<file path="src/cgmc_pkg.sv">
// package: register map, field layout and constants of the clock mode control block
package cgmc_pkg;

   // register indices (the bus address is the index itself)
   localparam logic [3:0] CGMC_IDX_CTRL1  = 4'h0;
   localparam logic [3:0] CGMC_IDX_STATUS = 4'h1;
   localparam logic [3:0] CGMC_IDX_ENV    = 4'h2;

   // control register one field positions
   localparam int CGMC_BIT_GAIN  = 7;
   localparam int CGMC_BIT_RANGE = 6;
   localparam int CGMC_BIT_EXT_REF_SOURCE_SEL  = 5;
   localparam int CGMC_BIT_MODEH = 4;
   localparam int CGMC_BIT_MODEL = 3;
   localparam int CGMC_BIT_KEEP  = 2;
   localparam int CGMC_BIT_CLOCK_LOSS_DETECT_OFF  = 1;

   // reset values
   localparam logic [7:0] CGMC_CTRL1_RST = 8'h00;

   // mode-change completion time and its cycle count at 200 MHz
   localparam int CGMC_CLK_MHZ        = 200;
   localparam int CGMC_MODE_SYNC_NS   = 20;
   localparam int CGMC_MODE_SYNC_CYC  = (CGMC_MODE_SYNC_NS * CGMC_CLK_MHZ + 999) / 1000;
   localparam logic [3:0] CGMC_SYNC_MAX = 4'(CGMC_MODE_SYNC_CYC);

   // loop prescale factors
   localparam logic [6:0] CGMC_PRESCALE_LOW  = 7'h40;
   localparam logic [6:0] CGMC_PRESCALE_HIGH = 7'h01;

   typedef enum logic [1:0] {
      CGMC_MODE_SELF   = 2'h0,
      CGMC_MODE_INT    = 2'h1,
      CGMC_MODE_BYPASS = 2'h2,
      CGMC_MODE_EXT    = 2'h3
   } cgmc_mode_e;

   typedef enum logic [2:0] {
      CGMC_ST_IDLE = 3'b001,
      CGMC_ST_SYNC = 3'b010,
      CGMC_ST_WAIT = 3'b100
   } cgmc_st_e;

   // register bus request
   typedef struct packed {
      logic [3:0] addr;
      logic [7:0] wdata;
      logic       wr;
      logic       rd;
   } cgmc_bus_s;

   // pin usage and oscillator control
   typedef struct packed {
      logic       pins_claimed;
      logic       in_is_clock;
      logic       in_is_osc;
      logic       out_is_osc;
      logic       osc_high_gain;
      logic       osc_run;
      logic       range_high;
      logic [6:0] prescale;
      logic       loss_detect_en;
   } cgmc_osc_s;

   // all state of the block
   typedef struct packed {
      logic       first_done;
      logic       first_mode_low;
      logic       osc_high_gain_sel;
      logic       range_sel;
      logic       ext_ref_source_sel;
      cgmc_mode_e clock_mode_sel;
      logic       osc_keep_in_off;
      logic       clock_loss_detect_off;
      cgmc_mode_e pend_mode;
      cgmc_st_e   st;
      logic [3:0] cnt;
      cgmc_mode_e clock_mode_status;
      logic [7:0] rdata;
      cgmc_osc_s  osc;
   } cgmc_state_s;

endpackage

</file>
<file path="src/cgmc_top.sv">
// clock generator mode control: control register one, pin claim and oscillator enables
//
// Summary of operation
// - first external-mode write claims input pin by source
// - first external-mode write claims output pin
// - first internal or self mode frees both pins
// - oscillator defaults to low-power after reset
// - gain bit: 0 low power, 1 high gain
// - gain, range, source bits are write-once
// - range 0 prescale 64, range 1 prescale 1
// - range matters only in external modes
// - source bit 0 external clock, 1 crystal
// - mode field bits 4:3 encode four modes
// - bypass waits until external reference clock ok is 1
// - off mode keeps mode field unchanged
// - mode write dropped while previous incomplete
// - first low mode blocks later high modes
// - keep-in-off ignored when gain and range set
// - keep-in-off clear: oscillator off, one exception
// - keep-in-off set: runs in high modes
// - loss detect off bit: 1 disables detection
// - mode status lags select through synchroniser
//
// The implementer's own choices: the address map and the plain strobed port.
`timescale 1ns/100ps
module cgmc_top
   import cgmc_pkg::*;
(
   // clock and reset
   input  wire logic                 clk_sys,
   input  wire logic                 rst,
   // register port
   input  wire cgmc_pkg::cgmc_bus_s  bus,
   output      logic [7:0]           rdata,
   // environment
   input  wire logic                 ext_ref_clock_ok,
   input  wire logic                 ref_select_status,
   input  wire logic                 off_mode,
   input  wire logic                 enable_in,
   // oscillator and pin control
   output      cgmc_pkg::cgmc_osc_s  osc,
   output      logic [1:0]           clock_mode_status
);
   import cgmc_pkg::*;

   cgmc_state_s s_q;
   cgmc_state_s s_d;

   logic ctrl_wr;
   logic mode_ok;
   logic ext_mode;
   logic keep_ignored;

   assign ctrl_wr = bus.wr && (bus.addr == CGMC_IDX_CTRL1);

   always_comb begin
      s_d = s_q;
      ext_mode = s_q.clock_mode_sel[1];
      mode_ok = 1'b0;
      keep_ignored = s_q.osc_high_gain_sel && s_q.range_sel;
      if (ctrl_wr) begin
         if (!s_q.first_done) begin
            s_d.first_done = 1'b1;
            s_d.osc_high_gain_sel = bus.wdata[CGMC_BIT_GAIN];
            s_d.range_sel = bus.wdata[CGMC_BIT_RANGE];
            s_d.ext_ref_source_sel = bus.wdata[CGMC_BIT_EXT_REF_SOURCE_SEL];
            s_d.first_mode_low = !bus.wdata[CGMC_BIT_MODEH];
         end
         s_d.osc_keep_in_off = bus.wdata[CGMC_BIT_KEEP];
         s_d.clock_loss_detect_off = bus.wdata[CGMC_BIT_CLOCK_LOSS_DETECT_OFF];
         // drop while busy, and high modes when first write was low
         mode_ok = (s_q.st == CGMC_ST_IDLE)
            && !(s_q.first_done && s_q.first_mode_low && bus.wdata[CGMC_BIT_MODEH]);
         if (mode_ok) begin
            s_d.clock_mode_sel = cgmc_mode_e'(bus.wdata[CGMC_BIT_MODEH:CGMC_BIT_MODEL]);
            s_d.pend_mode = cgmc_mode_e'(bus.wdata[CGMC_BIT_MODEH:CGMC_BIT_MODEL]);
            s_d.st = CGMC_ST_SYNC;
            s_d.cnt = 4'h0;
         end
      end
      // mode change completes after a synchronising delay
      case (s_q.st)
         CGMC_ST_IDLE: begin
         end
         CGMC_ST_SYNC: begin
            if (s_q.cnt >= CGMC_SYNC_MAX - 4'h1) begin
               s_d.st = CGMC_ST_WAIT;
            end else begin
               s_d.cnt = s_q.cnt + 4'h1;
            end
         end
         CGMC_ST_WAIT: begin
            if (s_q.pend_mode != CGMC_MODE_BYPASS || ext_ref_clock_ok) begin
               s_d.clock_mode_status = s_q.pend_mode;
               s_d.st = CGMC_ST_IDLE;
            end
         end
         default: s_d.st = CGMC_ST_IDLE;
      endcase
      // read data, one cycle later
      s_d.rdata = 8'h00;
      if (bus.rd) begin
         case (bus.addr)
            CGMC_IDX_CTRL1: s_d.rdata = {s_q.osc_high_gain_sel, s_q.range_sel,
               s_q.ext_ref_source_sel, s_q.clock_mode_sel, s_q.osc_keep_in_off,
               s_q.clock_loss_detect_off, 1'b0};
            CGMC_IDX_STATUS: s_d.rdata = {s_q.clock_mode_status, ref_select_status,
               s_q.first_done, s_q.st != CGMC_ST_IDLE, 3'h0};
            CGMC_IDX_ENV: s_d.rdata = {5'h00, ext_ref_clock_ok, off_mode, enable_in};
            default: s_d.rdata = 8'h00;
         endcase
      end
      // pin claim is fixed by the first write
      s_d.osc.pins_claimed = s_d.first_done && !s_d.first_mode_low;
      s_d.osc.in_is_clock = s_d.osc.pins_claimed && !s_d.ext_ref_source_sel;
      s_d.osc.in_is_osc = s_d.osc.pins_claimed && s_d.ext_ref_source_sel;
      s_d.osc.out_is_osc = s_d.osc.pins_claimed;
      s_d.osc.osc_high_gain = s_d.osc_high_gain_sel;
      s_d.osc.range_high = s_d.range_sel && s_d.clock_mode_sel[1];
      s_d.osc.prescale = (s_d.osc.range_high) ? CGMC_PRESCALE_HIGH : CGMC_PRESCALE_LOW;
      s_d.osc.loss_detect_en = !s_d.clock_loss_detect_off;
      // oscillator run in and out of off mode
      if (!off_mode) begin
         s_d.osc.osc_run = s_d.osc.pins_claimed && ext_mode;
      end else if (s_q.osc_keep_in_off && !keep_ignored) begin
         s_d.osc.osc_run = ext_mode && ref_select_status;
      end else begin
         s_d.osc.osc_run = enable_in && (s_q.clock_mode_sel == CGMC_MODE_BYPASS)
            && ref_select_status;
      end
   end

   // mode field holds through off mode since only writes change it
   always_ff @(posedge clk_sys or posedge rst) begin
      if (rst) begin
         s_q <= '{first_done: 1'b0, first_mode_low: 1'b0, osc_high_gain_sel: 1'b0,
                  range_sel: 1'b0, ext_ref_source_sel: 1'b0,
                  clock_mode_sel: CGMC_MODE_SELF, osc_keep_in_off: 1'b0,
                  clock_loss_detect_off: 1'b0, pend_mode: CGMC_MODE_SELF,
                  st: CGMC_ST_IDLE, cnt: 4'h0, clock_mode_status: CGMC_MODE_SELF,
                  rdata: 8'h00,
                  osc: '{pins_claimed: 1'b0, in_is_clock: 1'b0, in_is_osc: 1'b0,
                         out_is_osc: 1'b0, osc_high_gain: 1'b0, osc_run: 1'b0,
                         range_high: 1'b0, prescale: CGMC_PRESCALE_LOW,
                         loss_detect_en: 1'b1}};
      end else begin
         s_q <= s_d;
      end
   end

   assign rdata = s_q.rdata;
   assign osc = s_q.osc;
   assign clock_mode_status = s_q.clock_mode_status;

   a_write_once_gain: assert property (@(posedge clk_sys) disable iff (rst)
      s_q.first_done |=> s_q.osc_high_gain_sel == $past(s_q.osc_high_gain_sel))
      else $error("gain bit changed after first write");

   a_first_flag_set: assert property (@(posedge clk_sys) disable iff (rst)
      ctrl_wr |=> s_q.first_done)
      else $error("first write flag not set");

   a_high_mode_block: assert property (@(posedge clk_sys) disable iff (rst)
      s_q.first_done && s_q.first_mode_low |-> !s_q.clock_mode_sel[1])
      else $error("high mode accepted after low first write");

   a_busy_drop: assert property (@(posedge clk_sys) disable iff (rst)
      ctrl_wr && s_q.st != CGMC_ST_IDLE |=> $stable(s_q.clock_mode_sel))
      else $error("mode write taken while busy");

   a_bypass_wait: assert property (@(posedge clk_sys) disable iff (rst)
      s_q.st == CGMC_ST_WAIT && s_q.pend_mode == CGMC_MODE_BYPASS && !ext_ref_clock_ok
      |=> s_q.st == CGMC_ST_WAIT)
      else $error("bypass taken without reference");

   a_pins_free: assert property (@(posedge clk_sys) disable iff (rst)
      s_q.first_done && s_q.first_mode_low |=> !osc.in_is_clock && !osc.in_is_osc
      && !osc.out_is_osc)
      else $error("pins claimed in internal mode");

   a_prescale_sel: assert property (@(posedge clk_sys) disable iff (rst)
      osc.prescale == (osc.range_high ? CGMC_PRESCALE_HIGH : CGMC_PRESCALE_LOW))
      else $error("prescale wrong");

   a_loss_detect: assert property (@(posedge clk_sys) disable iff (rst)
      ctrl_wr |=> osc.loss_detect_en == !$past(bus.wdata[CGMC_BIT_CLOCK_LOSS_DETECT_OFF]))
      else $error("loss detect enable wrong");

   a_keep_ignored: assert property (@(posedge clk_sys) disable iff (rst)
      off_mode && keep_ignored && !enable_in |=> !osc.osc_run)
      else $error("keep-in-off used with gain and range set");

   a_status_lag: assert property (@(posedge clk_sys) disable iff (rst)
      ctrl_wr && mode_ok |=> s_q.st == CGMC_ST_SYNC ##1 $stable(clock_mode_status))
      else $error("mode status did not lag");

endmodule

</file>
<file path="config.mk">
export PLATFORM = sky130hd
export DESIGN_NAME = cgmc_top
export DESIGN_NICKNAME = d
export VERILOG_FILES = /design/src/cgmc_pkg.sv /design/src/cgmc_top.sv
export SDC_FILE = /design/constraint.sdc
export NUM_CORES = 1
export LEC_CHECK = 0
export BUFFER_PORTS_ARGS = -buffer_cell sky130_fd_sc_hd__clkbuf_2
export CELL_PAD_IN_SITES_DETAIL_PLACEMENT = 1
export CELL_PAD_IN_SITES_GLOBAL_PLACEMENT = 1
export CORE_UTILIZATION = 40
export CTS_BUF_LIST = sky130_fd_sc_hd__clkbuf_8
export CTS_CLUSTER_DIAMETER = 100
export DETAILED_ROUTE_END_ITERATION = 12
export PLACE_DENSITY_LB_ADDON = 0.1
export SYNTH_ARGS = -nofsm -noshare
export SYNTH_HDL_FRONTEND = slang
export SYNTH_SLANG_ARGS = --single-unit
export TNS_END_PERCENT = 100
</file>
<file path="constraint.sdc">
create_clock -name clk_sys -period 2.4 [get_ports clk_sys]
set_clock_uncertainty 0.05 [all_clocks]
set_input_delay 0.12 -clock clk_sys [delete_from_list [all_inputs] [get_ports clk_sys]]
set_output_delay 0.12 -clock clk_sys [all_outputs]
set_load 0.01 [all_outputs]
</file>
Yosys cells after proc, flatten, opt, wreduce, memory -nomap -nowiden
Index checks and enable logic that the tools add are counted.

Add/sub/neg operators: 1. Magnitude comparators: 1. Equal/unequal tests: 8. Muxes and demuxes: 14. Bitwise logic cells: 1. Reductions and logical operators: 25.

Operator list (count): 8-bit case mux with 3 select lines (1); 18-bit 2-to-1 mux (1); 1-bit logical AND (14); 4-bit 2-to-1 mux (3); 9-bit 2-to-1 mux (1); 3-bit case mux with 3 select lines (1); 8-bit 2-to-1 mux (1); 7-bit 2-to-1 mux (1); 1-bit logical NOT (6); 3-bit 2-to-1 mux (2); 2-bit AND reduction (3); 4-bit by 1-bit adder with 4-bit output (second input constant) (1); 4-bit by 1-bit equality test with 1-bit output (second input constant) (1); 4-bit by 2-bit equality test with 1-bit output (second input constant) (1); 4-bit by 2-bit >= comparator with 1-bit output (second input constant) (1); 4-bit logical NOT (1); 3-bit by 1-bit equality test with 1-bit output (second input constant) (1); 3-bit by 2-bit equality test with 1-bit output (second input constant) (1); 3-bit equality test (second input constant) (1); 3-bit by 1-bit != test with 1-bit output (second input constant) (1); 2-bit equality test (second input constant) (1); 1-bit 2-to-1 mux (2); 2-bit 2-to-1 mux (1); 2-bit != test (second input constant) (1); 2 further kinds (2).

Register bits: 41. Input bits: 20. Output and inout port bits: 25. Word-level logic and storage cells: 71.

Depth between registers and ports, before layout
Gate-level depths: netlist of run 1.

Depth after elaboration: 10. Gate-level depth with buffers: 6. Gate-level depth less buffers: 5.

Least setup slack after synthesis of run 1
No wires, ideal clock.

Path type: reg-to-reg. Start: register s_q[29] (netlist bit). End: register s_q[32] (netlist bit). Library setup time: 0.125 ns. Arrival time: 1.762 ns. Data required time: 2.225 ns. Slack: 0.463 ns. Stages on the path, launching flop included: 4. Buffers on the path: 0. Clock period less this slack: 1.937 ns. Cells stage by stage: dfstp_2 > or3b_2 > nor4_4 > mux2_2.

Longest elaborated chain between the ends: 3.

RTL lines: start, declared (RTL line cgmc_top.sv:46) `cgmc_state_s s_q;`; start signal, assigned (RTL line cgmc_top.sv:136) `s_q <= '{first_done: 1'b0, first_mode_low: 1'b0, osc_high_gain_sel: 1'b0,`; 3-bit by 1-bit equality test with 1-bit output (RTL line cgmc_top.sv:72) `mode_ok = (s_q.st == CGMC_ST_IDLE)`; 1-bit logical AND (RTL line cgmc_top.sv:73) `&& !(s_q.first_done && s_q.first_mode_low && bus.wdata[CGMC_BIT_MODEH]);`; 2-bit AND reduction (no line).

Every way passes these cells. A chain may end at the register's enable or synchronous reset.

==> out/qor.yml, run 1 <==
detailed_routing:
  drt_first_pass_iters: 4
  wl_mm: 2.883
  num_vias: 1003
  drt_iter0_markers: 29
  antenna_left: 0
  via_per_inst: 4.665
  wire_per_inst_microns: 13.41
  drc: 0
timing:
  tightest_slew_ns: 0.5342
  rsz0062_at_grt: "no"
  slew_viol_final: 0
  setup-tns-final_ns: 0
  fmax_ghz: 0.4743
  hold_viol_final: 0
  post-route-min-period_ns: 2.108
  finalSetupViolCount: 0
  fin_crit_sh: 0.8784
  hold-worst-slack_ns: 0.02313
  relSlewSlack: 0.6419
place:
  port-buffer-count: 38
  dp.final_hpwl_mm: 2.216
  placed_area_sq_mm: 0.001659
  place_congestion: 0.7419
  dpl.cell_count: 205
floorplan:
  die_area_sq_mm: 0.004209
  die_h_microns: 64.88
  fp.dieW_microns: 64.88
  fp.coreArea_sq_mm: 0.003716
  start_util: 0.4256
  ios: 45
  rows: 22
layout:
  nFillCells: 414
  fin_cells: 215
  multiInputGateArea_sq_um: 505.5
  drive_gt1_frac: 0.3473
  nNetsFinal: 187
  antenna_cells: 0
  finalInstanceArea_sq_mm: 0.001770
  regArea_sq_um: 854.6
  final_cell_mix: "clkbuf_2, dfrtp_1, nor2_1"
  synthToLayoutAreaGrowth_pct: 11.95
  final_common_cell: "clkbuf_2"
yosys:
  synth.distinct_cells: 32
  ys_seq_elements: 34
  synth_top_family_by_area: "simple AND/OR/NAND/NOR gates"
  synth.avg_cell_area_sq_um: 11.30
  synth_mux_area_frac: 0.1044
  synth-xor-area-share: 0
  synth_compound_area_frac: 0.04589
  syn_inst: 140
  synth-async-reset-ratio: 1.000
  syn-cell-area_sq_mm: 0.001582
  ys_seq_area_frac: 0.5403
  synth-adder-area-share: 0.007911
  synthSimpleGateAreaFrac: 0.1495
  synth_edf_count: 0
  ys.flop_type: "dfrtp_1"
  yosysWarnings: 0
global_route:
  antenna_found_initial: 0
  met2_usage: 0.2734
  top_usage_layer: "met2"
  grt_usage: 0.1645
  grt.overflow.total: 0
  grt_max_degree: 35
  grt_use_met3: 0.05282
  grt_use_met1: 0.1948
  grt_pass1_vias: 1077
  grt_pass1_wl_mm: 5.092
clock_tree:
  cts_tree: "yes"
  cts-buffers-inserted: 5
  root_buffer: "clkbuf_8"
  cts_sinks: 34
  clock_latency_ns: 0.28
  clockBufferDepth: 2
  h-tree-depth: 2
  cts.clk_slew.worst_paths_ns: 0.06
worst_setup_path:
  cp.arrival_ns: 2.28
  crit_path_start_kind: "flop"
  crit_path_end_kind: "flop"
  path_class: "reg -> reg"
  critPathMaxFanout: 8
  cp.required_ns: 2.57
status:
  status: "finished, final reports clean"
job:
  drv_cap: 0
pwr:
  power.leakage_nw: 0.9164
  vdd_drop_max_mv: 0.3697
  power_density_mw_per_mm2: 670.5
hold_path:
  hold_class: "in -> reg"
-- flip-flops by register name, indices dropped and copies added (netlist names) --
register           flops
clock_mode_status      2
osc                    8
ext_mode               1
rdata                  8
s_q                   15
-- repair_timing --
action / 4_1_cts / 5_1_grt
gates resized for setup: 0 / 0
hold buffers: 2 / 0
setup buffers: 0 / 0
endpoints found under the hold margin: 32 / 0
setup endpoints to repair: 0 / 0
-- per-stage QoR --
step | setup slack (ns) | power (W) | util
floorplan | 0.4627 | 0.0007495 | -
global placement | 0.2887 | 0.0007782 | 0.4465
detailed placement | 0.2727 | 0.0007842 | 0.4465
CTS | 0.2543 | 0.001207 | 0.4764
global route | 0.1417 | 0.001254 | 0.4764
finish | 0.2917 | 0.001187 | 0.4764
-- where the power goes --
part	internal [W]	switching, W
Sequential	0.000615	0.0000307
Combinational	0.0000599	0.0000679
Clock	0.000227	0.000187
Total	0.000901	0.000286
-- metal layers --
metal  vias to the layer above  routed length, microns  part of all wire
met5                         -                       0                 0
met1                       489                    1311              0.45
li1                        483                       -                 -
met2                        29                    1400              0.49
met3                         2                     146             0.051
met4                         0                      24            0.0083
-- cells by family after synthesis --
kind of cell	count (synthesis)
compound gates	11
fa+ha+maj	1
buf+inv	36
flops	34
mux	16
other cells	1
simple gates	41
-- synthesized netlist by cell type (2+ instances only) --
| library cell | instances | area share |
|---|---|---|
| dfstp_2 | 3 | 0.050 |
| nor2_1 | 17 | 0.040 |
| or3_1 | 3 | 0.012 |
| mux2i_1 | 12 | 0.076 |
| nand3b_1 | 2 | 0.0095 |
| nand2b_1 | 5 | 0.020 |
| buf_4 | 25 | 0.12 |
| and2b_1 | 2 | 0.0095 |
| a21oi_1 | 4 | 0.013 |
| mux2_2 | 4 | 0.028 |
| dfrtp_1 | 31 | 0.49 |
| nand2_1 | 4 | 0.0095 |
| inv_1 | 9 | 0.021 |
-- critical path, stage by stage (launching register included) --
cell and delay [ns]:
dfstp_2 0.57, or3b_2 0.50, nor4_4 0.48, mux2i_1 0.32, or2_1 0.13
-- cell type report --
| class | instances | area share |
|---|---|---|
| sequential | 34 | 0.4827 |
| multi-input combinational | 74 | 0.2855 |
| timing repair buffer | 42 | 0.1272 |
| clock buffer | 6 | 0.04664 |
| tap | 48 | 0.03392 |
| inverter | 9 | 0.01908 |
| clock inverter | 2 | 0.004947 |
-- path summary, 6_finish.rpt --
kind	from	end	slack [ns]	cells after the start
max	s_q[29]$_DFF_PP1_	osc[7]$_DFF_PP1_	0.29	4
min	enable_in	rdata[0]$_DFF_PP0_	0.02	3
max reg2reg	s_q[29]$_DFF_PP1_	osc[7]$_DFF_PP1_	0.29	4
min reg2reg	s_q[34]$_DFF_PP0_	osc[0]$_DFF_PP1_	0.41	1
max in group asynchronous	rst	s_q[29]$_DFF_PP1_	1.55	4
min in group asynchronous	rst	s_q[38]$_DFF_PP0_	0.41	4
(Power assumes the default switching activity.)
==> run 2, diff against run 1 <==
--- a/config.mk
+++ b/config.mk
@@ -8,7 +8,7 @@
 export BUFFER_PORTS_ARGS = -buffer_cell sky130_fd_sc_hd__clkbuf_2
 export CELL_PAD_IN_SITES_DETAIL_PLACEMENT = 1
 export CELL_PAD_IN_SITES_GLOBAL_PLACEMENT = 1
-export CORE_UTILIZATION = 40
+export CORE_UTILIZATION = 37
 export CTS_BUF_LIST = sky130_fd_sc_hd__clkbuf_8
 export CTS_CLUSTER_DIAMETER = 100
 export DETAILED_ROUTE_END_ITERATION = 12
==> constraint.sdc (replaced) <==
create_clock -name clk_sys -period 1.8 [get_ports clk_sys]
set_clock_uncertainty 0.05 [all_clocks]
set_input_delay 0.09 -clock clk_sys [delete_from_list [all_inputs] [get_ports clk_sys]]
set_output_delay 0.09 -clock clk_sys [all_outputs]
set_load 0.01 [all_outputs]
==> out/qor.yml, run 2 (synthesis results as in run 1) <==
place:
  port-buffer-count: 38  # unchanged
  pre_cts_slack_ns: -0.05925  # was 0.2727 ns
  dp.final_hpwl_mm: 2.417  # was 2.216 mm
  place_congestion: 0.7247  # was 0.7419
timing:
  rsz0062_at_grt: "no"  # unchanged
  fin_crit_sh: 0.9606  # was 0.8784
  worst_slack_ns: 0.07087  # was 0.2917 ns
  fmax_ghz: 0.5783  # was 0.4743 GHz
  slew_viol_final: 0  # unchanged
  finalSetupViolCount: 0  # unchanged
  post-route-min-period_ns: 1.729  # was 2.108 ns
  setup-tns-final_ns: 0  # unchanged
  hold_viol_final: 0  # unchanged
pwr:
  p_clk_frac: 0.388  # was 0.349
  power.leakage_nw: 0.9798  # was 0.9164 nW
  combPwrFrac: 0.117  # was 0.108
  vdd_drop_max_mv: 0.4683  # was 0.3697 mV
  power_frac_seq: 0.495  # was 0.544
  switchingPower_w: 0.0004183  # was 0.0002858 W
  p_sw_frac: 0.2392  # was 0.2407
  p_int_w: 0.001331  # was 0.0009013 W
  power_density_mw_per_mm2: 910.0  # was 670.5 mW/mm^2
layout:
  largest_register_ff_count: 15  # unchanged
  top_register: "s_q"  # unchanged
  final_common_cell: "clkbuf_2"  # unchanged
  drive_gt1_frac: 0.3764  # was 0.3473
  nNetsFinal: 198  # was 187
  fin_util: 0.4736  # was 0.4764
  antenna_cells: 0  # unchanged
  final_cell_mix: "clkbuf_2, dfrtp_1, nor2_1"  # unchanged
  synthToLayoutAreaGrowth_pct: 21.52  # was 11.95%
floorplan:
  die_h_microns: 67.38  # was 64.88 microns
  fp.dieW_microns: 67.38  # was 64.88 microns
  start_util: 0.3898  # was 0.4256
  rows: 23  # was 22
  fp.coreArea_sq_mm: 0.004058  # was 0.003716 sq mm
  ios: 45  # unchanged
  die_area_sq_mm: 0.004540  # was 0.004209 sq mm
clock_tree:
  clock_latency_ns: 0.28  # about the same
  root_buffer: "clkbuf_8"  # unchanged
  h-tree-depth: 2  # unchanged
  cts_sinks: 34  # unchanged
  clockBufferDepth: 2  # unchanged
  cts.clk_slew.worst_paths_ns: 0.07  # was 0.06 ns
  cts_tree: "yes"  # unchanged
  cts-buffers-inserted: 5  # unchanged
worst_setup_path:
  path_buf_inv: 1  # was 0
  crit_family: "simple AND/OR/NAND/NOR gates"  # unchanged
  crit_path_top_delay_cell: "dfstp_2"  # unchanged
  path_class: "reg -> reg"  # unchanged
  cp.arrival_ns: 1.85  # was 2.28 ns
  crit_path_start_kind: "flop"  # unchanged
  cp.required_ns: 1.92  # was 2.57 ns
  critPathMaxFanout: 6  # was 8
  crit_path_end_kind: "flop"  # unchanged
  path_cells: "or3b_4, nor4_4, buf_6, mux2_2"  # was or3b_2, nor4_4, mux2i_1, or2_1
  max_stage_delay_ns: 0.53  # was 0.57 ns
global_route:
  grt_usage: 0.1694  # was 0.1645
  grt_pass1_wl_mm: 5.409  # was 5.092 mm
  grt_max_degree: 35  # unchanged
  grt.overflow.total: 0  # unchanged
  antenna_found_initial: 0  # unchanged
  grt_pass1_vias: 1119  # was 1077
hold_path:
  hold_class: "in -> reg"  # unchanged
detailed_routing:
  via_per_inst: 4.623  # was 4.665
  num_vias: 1054  # was 1003
  drc: 0  # unchanged
  wl_mm: 3.264  # was 2.883 mm
  wire_per_inst_microns: 14.32  # was 13.41 microns
  antenna_left: 0  # unchanged
  drt_iter0_markers: 30  # was 29
  drt_first_pass_iters: 4  # unchanged
status:
  status: "finished, final reports clean"  # unchanged
job:
  drv_cap: 0  # unchanged
-- run 2: per-stage QoR --
step                total power (W)  cells  hold WS [ns]  cell area, sq um
floorplan                 0.0009998    144        0.1174              1599
global placement           0.001044    212        0.1357              1702
detailed placement         0.001056    212        0.1500              1702
CTS                        0.001775    227      0.009038              1902
global route               0.001845    228       0.03011              1922
finish                     0.001749    228       0.02725              1922
-- run 2: cell type report --
cell class                      count  area (sq um)
Sequential cell                    34         854.6
Timing Repair Buffer               53         324.1
Fill cell                         456          2136
Tap cell                           50         62.56
Multi-Input combinational cell     74         536.8
Clock inverter                      3         41.29
Inverter                            9         33.78
Clock buffer                        5         68.82
-- run 2: timing repair --
item                       4_1_cts  5_1_grt
hold buffers                     7        0
setup endpoints to repair        5        2
hold endpoints to repair        38        0
gates resized for setup          4        2
pin swaps                        1        0
buffers inserted                 0        1
-- run 2: power by group through the flow --
stage,logic (W),clock network [W],registers [W]
finish,0.000205,0.000679,0.000866
global route,0.000232,0.000738,0.000874
CTS,0.000201,0.000708,0.000866
detailed placement,0.000178,0,0.000878
global placement,0.000171,0,0.000873
floorplan,0.000140,0,0.000860
-- run 2: routing by layer --
| metal | global-route usage | share of wire |
|---|---|---|
| met1 | 0.2090 | 0.44 |
| met2 | 0.2813 | 0.51 |
| met5 | 0 | 0 |
| met4 | 0.05585 | 0.0080 |
| met3 | 0.05068 | 0.041 |
-- run 2: final timing paths --
| path | startpoint | endpoint | slack (ns) | cells after the start |
|---|---|---|---|---|
| min | ref_select_status | osc[9]$_DFF_PP0_ | 0.03 | 3 |
| max | s_q[29]$_DFF_PP1_ | s_q[32]$_DFFE_PP0P_ | 0.07 | 4 |
| min reg2reg | s_q[34]$_DFF_PP0_ | osc[0]$_DFF_PP1_ | 0.43 | 1 |
| max reg2reg | s_q[29]$_DFF_PP1_ | s_q[32]$_DFFE_PP0P_ | 0.07 | 4 |
| max in group asynchronous | rst | s_q[29]$_DFF_PP1_ | 0.97 | 4 |
| min in group asynchronous | rst | s_q[42]$_DFF_PP0_ | 0.39 | 4 |
-- run 2: worst min-delay path: cells and delay by family --
kind	cells	cell delay (ns)
simple gates	1	0.06
compound gates	1	0.06
buf+inv	1	0.09
==> run 3, diff against run 2 <==
--- a/config.mk
+++ b/config.mk
@@ -8,6 +8,7 @@
 export BUFFER_PORTS_ARGS = -buffer_cell sky130_fd_sc_hd__clkbuf_2
 export CELL_PAD_IN_SITES_DETAIL_PLACEMENT = 1
 export CELL_PAD_IN_SITES_GLOBAL_PLACEMENT = 1
+export CORE_ASPECT_RATIO = 1.1
 export CORE_UTILIZATION = 37
 export CTS_BUF_LIST = sky130_fd_sc_hd__clkbuf_8
 export CTS_CLUSTER_DIAMETER = 100
==> out/qor.yml, run 3 (synthesis results as in run 1) <==
clock_tree:
  h-tree-depth: 2  # unchanged
  clock_latency_ns: 0.28  # about the same
  cts-buffers-inserted: 5  # unchanged
  cts.clk_slew.worst_paths_ns: 0.07  # about the same
  cts_sinks: 34  # unchanged
  clockBufferDepth: 2  # unchanged
  root_buffer: "clkbuf_8"  # unchanged
  cts_tree: "yes"  # unchanged
pwr:
  power.leakage_nw: 0.9620  # was 0.9798 nW
  power_w: 0.001581  # was 0.001749 W
  power_density_mw_per_mm2: 841.4  # was 910.0 mW/mm^2
  vdd_drop_max_mv: 0.5407  # was 0.4683 mV
timing:
  rsz0062_at_grt: "no"  # unchanged
  hold_viol_final: 0  # unchanged
  worst_slack_ns: 0.07164  # was 0.07087 ns
  hold-worst-slack_ns: 0.01176  # was 0.02725 ns
  fin_crit_sh: 0.9602  # was 0.9606
  slew_viol_final: 0  # unchanged
  setup-tns-final_ns: 0  # unchanged
  post-route-min-period_ns: 1.728  # was 1.729 ns
  fmax_ghz: 0.5786  # was 0.5783 GHz
  finalSetupViolCount: 0  # unchanged
layout:
  final_common_cell: "clkbuf_2"  # unchanged
  final_cell_mix: "clkbuf_2, dfrtp_1, nor2_1"  # unchanged
  top_register: "s_q"  # unchanged
  synthToLayoutAreaGrowth_pct: 18.83  # was 21.52%
  fin_util: 0.4670  # was 0.4736
  drive_gt1_frac: 0.3750  # was 0.3764
  antenna_cells: 0  # unchanged
  largest_register_ff_count: 15  # unchanged
  nNetsFinal: 196  # was 198
worst_setup_path:
  cp.arrival_ns: 1.85  # about the same
  crit_path_top_delay_cell: "dfstp_2"  # unchanged
  crit_path_end_kind: "flop"  # unchanged
  max_stage_delay_ns: 0.53  # about the same
  path_cells: "or3b_4, nor4_4, buf_6, mux2_2"  # unchanged
  path_class: "reg -> reg"  # unchanged
  cp.required_ns: 1.92  # about the same
  crit_path_start_kind: "flop"  # unchanged
  critPathMaxFanout: 4  # was 6
global_route:
  grt_pass1_vias: 1102  # was 1119
  grt_max_degree: 35  # unchanged
  grt_usage: 0.1553  # was 0.1694
  grt_pass1_wl_mm: 5.306  # was 5.409 mm
  antenna_found_initial: 0  # unchanged
  grt.overflow.total: 0  # unchanged
floorplan:
  rows: 24  # was 23
  die_area_sq_mm: 0.004540  # about the same
  die_h_microns: 70.57  # was 67.38 microns
  fp.coreArea_sq_mm: 0.004024  # was 0.004058 sq mm
  ios: 45  # unchanged
  fp.dieW_microns: 64.34  # was 67.38 microns
  start_util: 0.3930  # was 0.3898
hold_path:
  hold_class: "in -> reg"  # unchanged
detailed_routing:
  drt_iter0_markers: 28  # was 30
  wire_per_inst_microns: 13.57  # was 14.32 microns
  drc: 0  # unchanged
  wl_mm: 3.093  # was 3.264 mm
  via_per_inst: 4.482  # was 4.623
  num_vias: 1022  # was 1054
  drt_first_pass_iters: 4  # unchanged
  antenna_left: 0  # unchanged
place:
  dp.final_hpwl_mm: 2.363  # was 2.417 mm
  port-buffer-count: 38  # unchanged
  place_congestion: 0.7010  # was 0.7247
  pre_cts_slack_ns: -0.1420  # was -0.05925 ns
job:
  drv_cap: 0  # unchanged
status:
  status: "finished, final reports clean"  # unchanged
==> run 3: cell types whose count changed in the layout (fill, tap and decap cells not counted), sizes merged <==
cell / before / now
clkinv: 0 / 2
buf: 8 / 7
bufinv: 1 / 0
clkinvlp: 1 / 0
dlygate4sd3: 7 / 6
==> run 3: what timing repair did <==
item | CTS | global route
endpoints found under the setup margin | 9 | 9
gates resized for setup | 3 | 3
pin swaps | 1 | 1
gates cloned | 0 | 0
buffers inserted | 1 | 0
hold buffers | 6 | 0
hold endpoints to repair | 36 | 0
==> run 3: worst max-delay path, delay by kind of cell, from the launching register on <==
kind	cells	cell delay, ns
muxes	1	0.33
and+or+nand+nor	2	0.54
buffers and inverters	1	0.17
DFF	1	0.53
==> run 3: final timing paths <==
check	from	cells past startpoint	endpoint	slack [ns]
worst max-delay path	s_q[29]$_DFF_PP1_	4	s_q[32]$_DFFE_PP0P_	0.07
worst min-delay path	bus[8]	3	s_q[39]$_DFF_PP0_	0.01
worst max register to register	s_q[29]$_DFF_PP1_	4	s_q[32]$_DFFE_PP0P_	0.07
worst min register to register	s_q[34]$_DFF_PP0_	1	osc[0]$_DFF_PP1_	0.40
max in group asynchronous	rst	4	osc[7]$_DFF_PP1_	0.99
min in group asynchronous	rst	4	s_q[26]$_DFF_PP0_	0.37
==> run 3: layout make-up <==
cell class / count / area (sq um)
well taps: 52 / 65.06
clock inverters: 3 / 13.76
repair buffers: 51 / 310.3
inverters: 9 / 33.78
multi-input cells: 74 / 533.0
clock buffers: 5 / 68.82
flip-flops and latches: 34 / 854.6
fillers: 488 / 2145
==> run 3: layer usage <==
metal / vias up / wire [microns] / track usage
met4: 0 / 49 / 0.05185
met1: 493 / 1251 / 0.1893
li1: 499 / - / -
met5: - / 0 / 0
met3: 6 / 127 / 0.04516
met2: 24 / 1663 / 0.2620
==> run 3: per-stage QoR <==
stage / cells / area [sq um]
after floorplan: 144 / 1599
after global placement: 213 / 1697
after detailed placement: 213 / 1697
after CTS: 228 / 1862
after global routing: 228 / 1879
final: 228 / 1879
==> run 3: power breakdown <==
group / total, W / internal [W] / switching [W]
Combinational: 0.000187 / 0.0000937 / 0.0000937
Sequential: 0.000863 / 0.000819 / 0.0000440
Clock: 0.000531 / 0.000262 / 0.000268
Total: 0.00158 / 0.00118 / 0.000406
